$ cat config.mk
export PLATFORM = sky130hd
export DESIGN_NAME = mcmr_top
export DESIGN_NICKNAME = d
export VERILOG_FILES = /design/src/core/mcmr_pkg.sv /design/src/core/mcmr_serial.sv /design/src/core/mcmr_top.sv
export VERILOG_INCLUDE_DIRS = /design/src /design/src/core
export SDC_FILE = /design/constraint.sdc
export NUM_CORES = 1
export LEC_CHECK = 0
export ABC_CLOCK_PERIOD_IN_PS = 2400
export BUFFER_PORTS_ARGS = -buffer_cell sky130_fd_sc_hd__buf_2
export CAP_MARGIN = 20
export CORE_MARGIN = 5
export CORE_UTILIZATION = 30
export DETAILED_ROUTE_END_ITERATION = 12
export GPL_TIMING_DRIVEN = 0
export HOLD_SLACK_MARGIN = 0.06
export RECOVER_POWER = 100
export SETUP_SLACK_MARGIN = 0.4
export SYNTH_ARGS = -nofsm -noshare
export SYNTH_HDL_FRONTEND = slang
export SYNTH_SLANG_ARGS = --single-unit
$ cat constraint.sdc
create_clock -name clk -period 2.4 [get_ports clk]
set_input_delay 0.24 -clock clk [delete_from_list [all_inputs] [get_ports clk]]
set_output_delay 0.24 -clock clk [all_outputs]
set_load 0.02 [all_outputs]
$ cat src/core/mcmr_regs.svh
// Register map, field positions, reset values and timing counts
`ifndef MCMR_REGS_SVH
`define MCMR_REGS_SVH

// ************************************************************
// Command byte layout
// ************************************************************
`define MCMR_CMD_WRITE_BIT      7
`define MCMR_CMD_ADDR_MSB       5
`define MCMR_ADDR_W             6

// ************************************************************
// Operating configuration register
// ************************************************************
`define MCMR_OPCFG_ADDR         6'h09
`define MCMR_OPCFG_BYTES        2'h2
`define MCMR_OTHER_BYTES        2'h1
`define MCMR_OPCFG_RESET        16'h000C
`define MCMR_BIT_HPF_BYP        0
`define MCMR_BIT_LPF_BYP        1
`define MCMR_BIT_PULSE_OFF      2
`define MCMR_BIT_SAG_OFF        3
`define MCMR_BIT_ADC_PD         4
`define MCMR_BIT_TEMP_GO        5
`define MCMR_BIT_SOFTWARE_CHIP_RESET          6
`define MCMR_BIT_CYCLE          7
`define MCMR_BIT_CUR_SHORT      8
`define MCMR_BIT_VOLT_SHORT     9
`define MCMR_BIT_SWAP           10
`define MCMR_RATE_LSB           11
`define MCMR_RATE_MSB           12
`define MCMR_SRC_LSB            13
`define MCMR_SRC_MSB            14
`define MCMR_BIT_POS_ONLY       15

// ************************************************************
// Timing
// ************************************************************
`define MCMR_CLK_PERIOD_NS      10
`define MCMR_SOFTWARE_CHIP_RESET_HOLD_NS      18000
`define MCMR_SOFTWARE_CHIP_RESET_HOLD_CYC     \
  ((`MCMR_SOFTWARE_CHIP_RESET_HOLD_NS + `MCMR_CLK_PERIOD_NS - 1) / `MCMR_CLK_PERIOD_NS)
`define MCMR_RATE_BASE_DIV      11'h080

`endif

$ cat src/core/mcmr_pkg.sv
// Types shared by the command and configuration block
package mcmr_pkg;
  typedef enum logic {MCMR_ST_CMD, MCMR_ST_DATA} mcmr_state_e;
  typedef logic [1:0]  mcmr_sel_t;
  typedef logic [7:0]  mcmr_byte_t;
  typedef logic [15:0] mcmr_word_t;
endpackage

$ cat src/core/mcmr_serial.sv
// Serial byte engine: pin synchronisers, edge finding, byte shifter
module mcmr_serial (
  input  wire logic              clk,
  input  wire logic              arst_n,
  input  wire logic              ce,
  input  wire logic              cs_n_pin,
  input  wire logic              sclk_pin,
  input  wire logic              din_pin,
  input  wire mcmr_pkg::mcmr_byte_t tx_byte,
  input  wire logic              drive_en,
  output logic                   frame_active,
  output logic                   byte_done,
  output mcmr_pkg::mcmr_byte_t   rx_byte,
  output logic                   dout,
  output logic                   dout_oe
);
  import mcmr_pkg::*;

  // ************************************************************
  // Two-stage synchronisers
  // ************************************************************
  logic [2:0] meta_r;
  logic [2:0] sync_r;
  logic       sclk_prev_r;
  logic [2:0] cnt_r;
  mcmr_byte_t rx_sh_r;
  mcmr_byte_t tx_sh_r;
  logic       rise;
  logic       fall;

  always_ff @(posedge clk or negedge arst_n) begin
    if (!arst_n) begin
      meta_r      <= 3'h1;
      sync_r      <= 3'h1;
      sclk_prev_r <= 1'b0;
    end else if (ce) begin
      meta_r      <= {din_pin, sclk_pin, cs_n_pin};
      sync_r      <= meta_r;
      sclk_prev_r <= sync_r[1];
    end
  end

  assign frame_active = ~sync_r[0];
  assign rise = frame_active & sync_r[1] & ~sclk_prev_r;
  assign fall = frame_active & ~sync_r[1] & sclk_prev_r;

  // ************************************************************
  // Byte shifter, MSB first; input taken on the falling edge
  // ************************************************************
  always_ff @(posedge clk or negedge arst_n) begin
    if (!arst_n) begin
      cnt_r     <= 3'h0;
      rx_sh_r   <= 8'h00;
      tx_sh_r   <= 8'h00;
      rx_byte   <= 8'h00;
      byte_done <= 1'b0;
    end else if (ce) begin
      byte_done <= 1'b0;
      if (!frame_active) begin
        cnt_r <= 3'h0;
      end else if (fall) begin
        rx_sh_r <= {rx_sh_r[6:0], sync_r[2]};
        tx_sh_r <= {tx_sh_r[6:0], 1'b0};
        cnt_r   <= cnt_r + 3'h1;
        if (cnt_r == 3'h7) begin
          rx_byte   <= {rx_sh_r[6:0], sync_r[2]};
          byte_done <= 1'b1;
        end
      end else if (rise && cnt_r == 3'h0) begin
        tx_sh_r <= tx_byte;
      end
    end
  end

  // Output bit changes on the rising edge, ahead of the host's sample
  always_ff @(posedge clk or negedge arst_n) begin
    if (!arst_n) begin
      dout    <= 1'b0;
      dout_oe <= 1'b0;
    end else if (ce) begin
      dout_oe <= frame_active & drive_en;
      if (rise) begin
        dout <= (cnt_r == 3'h0) ? tx_byte[7] : tx_sh_r[7];
      end
    end
  end
endmodule

$ cat src/core/mcmr_top.sv
// Command byte front end and operating configuration register
`include "mcmr_regs.svh"

// Overview of operation
// Command byte is eight bits, write only, and sets up the next transfer.
// Host opens every transfer with a command byte.
// Low six command bits give the target register index.
// Host keeps command bit six at zero.
// Command bit seven one means write, zero means read.
// Configuration register sits at index nine and holds operating options.
// Bit zero bypasses current-channel high-pass filter; resets to zero.
// Bit one bypasses the power low-pass filter; resets to zero.
// Bits two and three disable pulse output and sag detect; reset one.
// Bit four powers down both converters; resets to zero.
// Bit five starts a temperature conversion and self-clears when done.
// Bit six resets the chip; no access for 18 us afterwards.
// Bit seven selects line-cycle accumulation; zero is normal.
// Bit eight shorts the current converter inputs.
// Bit nine shorts the voltage converter inputs.
// Bit ten swaps the two channel inputs between converters.
// Bits twelve and eleven pick waveform rate clock/128 to /1024.
// Bits fourteen and thirteen pick the waveform source; 01 reserved.
// Bit fifteen accumulates only positive power.
// Register byte count follows the command, MSB first, then new command.
module mcmr_top (
  input  wire logic            clk,
  input  wire logic            arst_n,
  input  wire logic            ce,
  input  wire logic            spi_cs_n,
  input  wire logic            spi_sclk,
  input  wire logic            spi_din,
  output logic                 spi_dout,
  output logic                 spi_dout_oe,
  input  wire logic            temp_done,
  output logic                 current_highpass_bypass,
  output logic                 power_lowpass_bypass,
  output logic                 pulse_output_off,
  output logic                 sag_detect_off,
  output logic                 converter_powerdown,
  output logic                 temperature_convert_start,
  output logic                 software_chip_reset,
  output logic                 line_cycle_accumulate,
  output logic                 current_input_short,
  output logic                 voltage_input_short,
  output logic                 channel_swap,
  output mcmr_pkg::mcmr_sel_t  waveform_rate_select,
  output mcmr_pkg::mcmr_sel_t  waveform_source_select,
  output logic                 positive_only_accumulate,
  output logic                 waveform_sample_strobe,
  output logic                 access_holdoff
);
  import mcmr_pkg::*;

  localparam logic [10:0] HOLD_CYC = 11'(`MCMR_SOFTWARE_CHIP_RESET_HOLD_CYC);
  localparam int          HOLD_I   = `MCMR_SOFTWARE_CHIP_RESET_HOLD_CYC;

  // Byte count of the addressed register; unmapped indexes move one byte
  function automatic logic [1:0] byte_count(input logic [5:0] idx);
    byte_count = (idx == `MCMR_OPCFG_ADDR) ? `MCMR_OPCFG_BYTES
                                           : `MCMR_OTHER_BYTES;
  endfunction

  function automatic logic [10:0] rate_div(input mcmr_sel_t sel);
    rate_div = `MCMR_RATE_BASE_DIV << sel;
  endfunction

  // ************************************************************
  // Serial engine
  // ************************************************************
  logic        frame_active;
  logic        byte_done;
  mcmr_byte_t  rx_byte;
  mcmr_byte_t  tx_byte;
  logic        drive_en;

  mcmr_serial u_serial (
    .clk          (clk),
    .arst_n       (arst_n),
    .ce           (ce),
    .cs_n_pin     (spi_cs_n),
    .sclk_pin     (spi_sclk),
    .din_pin      (spi_din),
    .tx_byte      (tx_byte),
    .drive_en     (drive_en),
    .frame_active (frame_active),
    .byte_done    (byte_done),
    .rx_byte      (rx_byte),
    .dout         (spi_dout),
    .dout_oe      (spi_dout_oe)
  );

  // ************************************************************
  // Command and data sequencing
  // ************************************************************
  mcmr_state_e state_r;
  mcmr_byte_t  cmd_r;
  mcmr_byte_t  wbuf_r;
  logic [1:0]  left_r;
  mcmr_word_t  opcfg_r;
  mcmr_word_t  opcfg_nxt;
  mcmr_word_t  rd_word;
  mcmr_word_t  wr_word;
  logic [10:0] hold_r;
  logic        take;
  logic        wr_go;
  logic        is_write;
  logic [5:0]  target_register_index;

  assign take = byte_done & frame_active & (hold_r == 11'h000);
  assign target_register_index = cmd_r[`MCMR_CMD_ADDR_MSB:0];
  assign is_write = cmd_r[`MCMR_CMD_WRITE_BIT];
  assign wr_word  = {wbuf_r, rx_byte};
  // Command register has no read path; only index nine reads back
  assign rd_word  = (target_register_index == `MCMR_OPCFG_ADDR)
                    ? opcfg_r : 16'h0000;
  assign wr_go = take && state_r == MCMR_ST_DATA && left_r == 2'h1 &&
                 is_write && target_register_index == `MCMR_OPCFG_ADDR;
  assign drive_en = (state_r == MCMR_ST_DATA) & ~is_write;
  assign tx_byte  = (left_r == 2'h2) ? rd_word[15:8] : rd_word[7:0];

  always_ff @(posedge clk or negedge arst_n) begin
    if (!arst_n) begin
      state_r <= MCMR_ST_CMD;
      cmd_r   <= 8'h00;
      wbuf_r  <= 8'h00;
      left_r  <= 2'h0;
    end else if (ce) begin
      if (!frame_active) begin
        state_r <= MCMR_ST_CMD;
      end else if (take) begin
        case (state_r)
          MCMR_ST_CMD: begin
            cmd_r   <= rx_byte;
            left_r  <= byte_count(rx_byte[`MCMR_CMD_ADDR_MSB:0]);
            state_r <= MCMR_ST_DATA;
          end
          MCMR_ST_DATA: begin
            wbuf_r <= rx_byte;
            left_r <= left_r - 2'h1;
            if (left_r == 2'h1) begin
              state_r <= MCMR_ST_CMD;
            end
          end
          default: state_r <= MCMR_ST_CMD;
        endcase
      end
    end
  end

  // ************************************************************
  // Operating configuration register
  // ************************************************************
  always_comb begin
    opcfg_nxt = wr_go ? wr_word : opcfg_r;
    opcfg_nxt[`MCMR_BIT_SOFTWARE_CHIP_RESET] = 1'b0;
    // A fresh start in the same cycle wins over the completion clear
    if (temp_done && !(wr_go && wr_word[`MCMR_BIT_TEMP_GO])) begin
      opcfg_nxt[`MCMR_BIT_TEMP_GO] = 1'b0;
    end
  end

  always_ff @(posedge clk or negedge arst_n) begin
    if (!arst_n) begin
      opcfg_r             <= `MCMR_OPCFG_RESET;
      software_chip_reset <= 1'b0;
      hold_r              <= 11'h000;
    end else if (ce) begin
      software_chip_reset <= wr_go & wr_word[`MCMR_BIT_SOFTWARE_CHIP_RESET];
      if (wr_go && wr_word[`MCMR_BIT_SOFTWARE_CHIP_RESET]) begin
        opcfg_r <= `MCMR_OPCFG_RESET;
        hold_r  <= HOLD_CYC;
      end else begin
        opcfg_r <= opcfg_nxt;
        if (hold_r != 11'h000) begin
          hold_r <= hold_r - 11'h001;
        end
      end
    end
  end

  always_ff @(posedge clk or negedge arst_n) begin
    if (!arst_n) begin
      access_holdoff <= 1'b0;
    end else if (ce) begin
      access_holdoff <= (wr_go && wr_word[`MCMR_BIT_SOFTWARE_CHIP_RESET]) ||
                        hold_r > 11'h001;
    end
  end

  assign current_highpass_bypass   = opcfg_r[`MCMR_BIT_HPF_BYP];
  assign power_lowpass_bypass      = opcfg_r[`MCMR_BIT_LPF_BYP];
  assign pulse_output_off          = opcfg_r[`MCMR_BIT_PULSE_OFF];
  assign sag_detect_off            = opcfg_r[`MCMR_BIT_SAG_OFF];
  assign converter_powerdown       = opcfg_r[`MCMR_BIT_ADC_PD];
  assign temperature_convert_start = opcfg_r[`MCMR_BIT_TEMP_GO];
  assign line_cycle_accumulate     = opcfg_r[`MCMR_BIT_CYCLE];
  assign current_input_short       = opcfg_r[`MCMR_BIT_CUR_SHORT];
  assign voltage_input_short       = opcfg_r[`MCMR_BIT_VOLT_SHORT];
  assign channel_swap              = opcfg_r[`MCMR_BIT_SWAP];
  assign waveform_rate_select      =
    opcfg_r[`MCMR_RATE_MSB:`MCMR_RATE_LSB];
  assign waveform_source_select    =
    opcfg_r[`MCMR_SRC_MSB:`MCMR_SRC_LSB];
  assign positive_only_accumulate  = opcfg_r[`MCMR_BIT_POS_ONLY];

  // ************************************************************
  // Waveform sample pacing
  // ************************************************************
  logic [10:0] wav_cnt_r;

  always_ff @(posedge clk or negedge arst_n) begin
    if (!arst_n) begin
      wav_cnt_r              <= 11'h000;
      waveform_sample_strobe <= 1'b0;
    end else if (ce) begin
      // Rate change takes effect at once; a shorter period may wrap early
      if (wav_cnt_r >= rate_div(waveform_rate_select) - 11'h001) begin
        wav_cnt_r              <= 11'h000;
        waveform_sample_strobe <= 1'b1;
      end else begin
        wav_cnt_r              <= wav_cnt_r + 11'h001;
        waveform_sample_strobe <= 1'b0;
      end
    end
  end

  // Gap since the last strobe; only trusted while the rate stood still
  logic [10:0] gap_r;
  logic        rate_kept_r;
  mcmr_sel_t   rate_seen_r;

  always_ff @(posedge clk or negedge arst_n) begin
    if (!arst_n) begin
      gap_r       <= 11'h000;
      rate_kept_r <= 1'b0;
      rate_seen_r <= 2'h0;
    end else if (ce) begin
      if (waveform_sample_strobe) begin
        gap_r       <= 11'h001;
        rate_kept_r <= 1'b1;
        rate_seen_r <= waveform_rate_select;
      end else begin
        gap_r <= gap_r + 11'h001;
        if (waveform_rate_select != rate_seen_r) begin
          rate_kept_r <= 1'b0;
        end
      end
    end
  end

  // ************************************************************
  // Checks
  // ************************************************************
  AST_CMD_OPENS_DATA: assert property (
    @(posedge clk) disable iff (!arst_n)
    ce && take && state_r == MCMR_ST_CMD |=> state_r == MCMR_ST_DATA &&
      cmd_r == $past(rx_byte))
    else $error("command byte not captured");
  AST_INDEX_LOW_SIX: assert property (
    @(posedge clk) disable iff (!arst_n)
    ce && take && state_r == MCMR_ST_CMD |=>
      target_register_index == $past(rx_byte[5:0]))
    else $error("target index wrong");
  AST_READ_DRIVES: assert property (
    @(posedge clk) disable iff (!arst_n)
    ce && state_r == MCMR_ST_DATA && frame_active |=>
      spi_dout_oe == !$past(cmd_r[7]))
    else $error("direction wrong");
  AST_WRITE_LANDS: assert property (
    @(posedge clk) disable iff (!arst_n)
    ce && wr_go && !wr_word[6] |=> opcfg_r[15:6] == $past(wr_word[15:6]))
    else $error("configuration write lost");
  AST_TEMP_CLEARS: assert property (
    @(posedge clk) disable iff (!arst_n)
    ce && temp_done && !wr_go |=> !temperature_convert_start)
    else $error("temperature start not cleared");
  AST_SOFTWARE_CHIP_RESET_DEFAULTS: assert property (
    @(posedge clk) disable iff (!arst_n)
    ce && wr_go && wr_word[6] |=> opcfg_r == 16'h000C &&
      software_chip_reset ##1 access_holdoff[*8])
    else $error("software reset incomplete");
  AST_HOLDOFF_BLOCKS: assert property (
    @(posedge clk) disable iff (!arst_n)
    ce && hold_r != 11'h000 |=> state_r == MCMR_ST_CMD && $stable(cmd_r))
    else $error("access taken during hold-off");
  AST_HOLD_LENGTH: assert property (
    @(posedge clk) disable iff (!arst_n)
    ce && wr_go && wr_word[6] |=> hold_r == 11'(HOLD_I))
    else $error("hold-off length wrong");
  AST_COUNT_ENDS: assert property (
    @(posedge clk) disable iff (!arst_n)
    ce && take && state_r == MCMR_ST_DATA && left_r == 2'h1 |=>
      state_r == MCMR_ST_CMD)
    else $error("transfer did not end");
  AST_RATE_PERIOD: assert property (
    @(posedge clk) disable iff (!arst_n)
    ce && waveform_sample_strobe && rate_kept_r |->
      gap_r == (`MCMR_RATE_BASE_DIV << rate_seen_r))
    else $error("waveform rate wrong");

  COV_WRITE_CFG: cover property (@(posedge clk) disable iff (!arst_n)
    wr_go && !wr_word[6]);
  COV_READ_CFG: cover property (@(posedge clk) disable iff (!arst_n)
    state_r == MCMR_ST_DATA && !is_write && left_r == 2'h2);
  COV_SOFTWARE_CHIP_RESET: cover property (@(posedge clk) disable iff (!arst_n)
    wr_go && wr_word[6]);
  COV_TEMP: cover property (@(posedge clk) disable iff (!arst_n)
    temperature_convert_start ##1 !temperature_convert_start);
endmodule

==> run metrics <==
status=finished, violations left; violated checks=setup timing; ant diodes=0; Worst-Margin Slew=1.27 ns; CP max FO=5; Num CTS Buffers=9; vias in the first global route=3438; vias per cell=5.09; clk_skew=0.0131 ns; largest net degree at the start of global routing=73; Final Core Density=40.0%; switching share of total power=28.4%; #FFs+latches synth=94; Worst IR Drop VDD=0.341 mV; Max Cap Viol=0; num ports=27; DR vias=3331; die area=17600 um2; internal power=0.00343 W; Post-synth EDFFs=0; startpoint type of the worst setup path=flop; Crit Path Class=reg2reg; Pwr Total=0.00480 W; HP Class=in2reg; Power Dens Cells=819 nW/um2; first-pass GRT wire length=17.9 mm; most frequent cells in the layout=89 x dfrtp_1, 30 x clkbuf_1, 30 x mux2_2; DRT iter0 DRCs=274; DP Worst Slack=-0.542 ns; Cell Area, Placed=4950 um2; Ys Warns=0; global route total overflow=0; clock share of power=35.5%; sequential fraction of the synthesis area=52.4%; antenna violations before repair=0; Slew Limit Fails=0; clk slew on worst S/H paths=0.06 ns; antenna violation net count after detailed routing=0; ys flop type=dfrtp_1; port buffer count=25; WL/cell=16.9 um; Starting Density=30.7%; Worst Path Required=2.63 ns; Mean Syn Cell Area=11.4 um2; Syn Std Cell Area=4500 um2; Worst Setup End Kind=flop; All-Layer GR Usage=12.5%; setup ws final=-0.00756 ns; Die Ht=133 um; clk root buf=clkbuf_16; Post-synth ARST share=100%; Routed WL=11.1 mm; DRC=0; GPL Wtd Cong=0.839; most common cell after layout, fill and taps aside=dfrtp_1; post-synth cell types=53; chip width=133 um; layout cells sized above 1=33.5%; Max Clock Freq=415 MHz; Worst-Skew Late Latency=0.35 ns; worst-case reg-to-reg path depth=8; Sequential Power Share=43.6%; final worst-path cycle share=100%; hold path depth=2; synthesized net count=416; P_leak=2.61 nW; Setup violations, final=3; Core Area=14600 um2; nets=486; # rows=44; slew margin rel.=15.5%; Comb pwr share=20.9%; area grow syn2layout=30.0%; CTS H-tree lvls=3; final hold viol count=0; CTS tree=yes; Max Buffers Root-to-Sink=2; unrepaired setup endpoints after global routing=yes; Synth Instances=396; total clock sinks=94; HPWL after detailed placement=7.16 mm; FILL cells=1377; crit path time final=2.41 ns; DR pass1 iterations=4; switching power total=0.00136 W; final instance area=5850 um2; Crit path arrival time=2.64 ns
==> final cells by class <==
cell class                      count  area (um2)  area share (%)
Sequential cell                    94        2360            40.3
Tap cell                          184         230            3.93
Multi-Input combinational cell    270        2290            39.2
Inverter                           13        48.8           0.834
Buffer                             19         126            2.16
Timing Repair Buffer               59         435            7.44
Clock inverter                      3        90.1            1.54
Clock buffer                       13         270            4.62
==> critical path, stage by stage (launching register included) <==
cell and delay [ns]:
dfrtp_1 0.38, or4_4 0.53, buf_6 0.14, or4_4 0.41, buf_6 0.15, nor3_4 0.11, buf_6 0.16, buf_8 0.12
mux2_4 0.29
==> through the flow <==
| stage | hold slack (ns) | instances | TNS (ns) |
|---|---|---|---|
| floorplan | -0.0556 | 396 | -0.264 |
| global placement | 0.466 | 605 | -12.31 |
| detailed placement | 0.170 | 608 | -10.93 |
| CTS | 0.123 | 645 | -0.501 |
| global route | 0.119 | 655 | -0.380 |
| finish | 0.134 | 655 | -0.0178 |
==> Yosys cell counts, drive strengths merged (2+ instances only) <==
cell / count / share of area, %
or3: 2 / 0.28
a21boi: 6 / 1.0
inv: 13 / 1.1
mux2: 46 / 12
o21ai: 10 / 1.1
a31o: 6 / 1.2
dfrtp: 90 / 50
xor2: 6 / 1.2
nand2: 20 / 1.7
or4: 4 / 0.81
nand3b: 2 / 0.33
nor4bb: 3 / 0.67
o2bb2ai: 3 / 0.58
o2111ai: 2 / 0.39
a21o: 4 / 0.67
and3: 2 / 0.28
clkbuf: 14 / 1.2
nand3: 8 / 0.89
xnor2: 6 / 1.2
nor2: 30 / 2.6
a31oi: 3 / 0.42
nand4: 6 / 0.83
nor3: 11 / 1.5
o41ai: 3 / 0.58
buf: 5 / 0.86
or2: 3 / 0.42
nor2b: 11 / 1.5
dfstp: 4 / 2.3
a21oi: 25 / 2.8
ha: 13 / 3.6
mux2i: 11 / 2.4
nor4: 10 / 1.4
nor4b: 2 / 0.39
==> final timing paths <==
check                      slack, ns                   start                      to
setup / recovery              -0.008               hold_r[3]              opcfg_r[9]
hold / removal                  0.13                 spi_din      u_serial.meta_r[2]
setup reg to reg              -0.008               hold_r[3]              opcfg_r[9]
hold reg to reg                 0.49  waveform_sample_strobe  waveform_sample_strobe
max in group asynchronous       0.45                  arst_n     u_serial.rx_byte[1]
min in group asynchronous       0.69                  arst_n              hold_r[10]
==> state kept, by name (all words and copies together), names as in the netlist <==
| name | cells |
|---|---|
| access_holdoff | 1 |
| u_serial.tx_sh_r | 8 |
| software_chip_reset | 1 |
| hold_r | 11 |
| u_serial.meta_r | 3 |
| u_serial.cnt_r | 3 |
| u_serial.rx_sh_r | 7 |
| left_r | 2 |
| waveform_sample_strobe | 1 |
| u_serial.rx_byte | 8 |
| u_serial.byte_done | 1 |
| cmd_r | 7 |
| u_serial.dout | 1 |
| state_r | 1 |
| opcfg_r | 15 |
| wav_cnt_r | 11 |
| wbuf_r | 8 |
| u_serial.dout_oe | 1 |
| u_serial.sclk_prev_r | 1 |
| u_serial.sync_r | 3 |
==> power groups by stage <==
stage                     Sequential [W]  Clock (W)  Combinational, W
after CTS                        0.00207    0.00172          0.000872
final                            0.00209    0.00170           0.00100
after floorplan                  0.00206          0          0.000544
after global routing             0.00213    0.00179           0.00112
after detailed placement         0.00211          0          0.000728
after global placement           0.00209          0          0.000693
==> layer usage <==
metal	wire, um	global-route usage (%)	up-vias
met5	0	0	-
met4	193	4.68	0
met3	406	2.85	17
met2	5330	19.2	55
met1	5150	17.1	1681
li1	-	-	1578
==> kinds of logic (layout without fill, tap and decap cells) <==
family | count (synthesis) | after routing | share of synthesized area, %
adder cells (fa/ha/maj) | 13 | 13 | 3.61
AO/OA/AOI/OAI | 69 | 69 | 9.98
XOR/XNOR | 12 | 12 | 2.33
flip-flops | 94 | 94 | 52.4
buffers and inverters | 32 | 107 | 3.11
other | 1 | 1 | 0.0833
multiplexers | 57 | 57 | 14.2
AND/OR/NAND/NOR | 118 | 118 | 14.3
==> timing repair <==
item / 4_1_cts / 5_1_grt
pin swaps: 7 / 10
gates resized for setup: 48 / 54
setup endpoints to repair: 69 / 64
buffers inserted: 20 / 10
endpoints found under the hold margin: 22 / 0
hold buffers: 1 / 0
(Power assumes the default switching activity.)
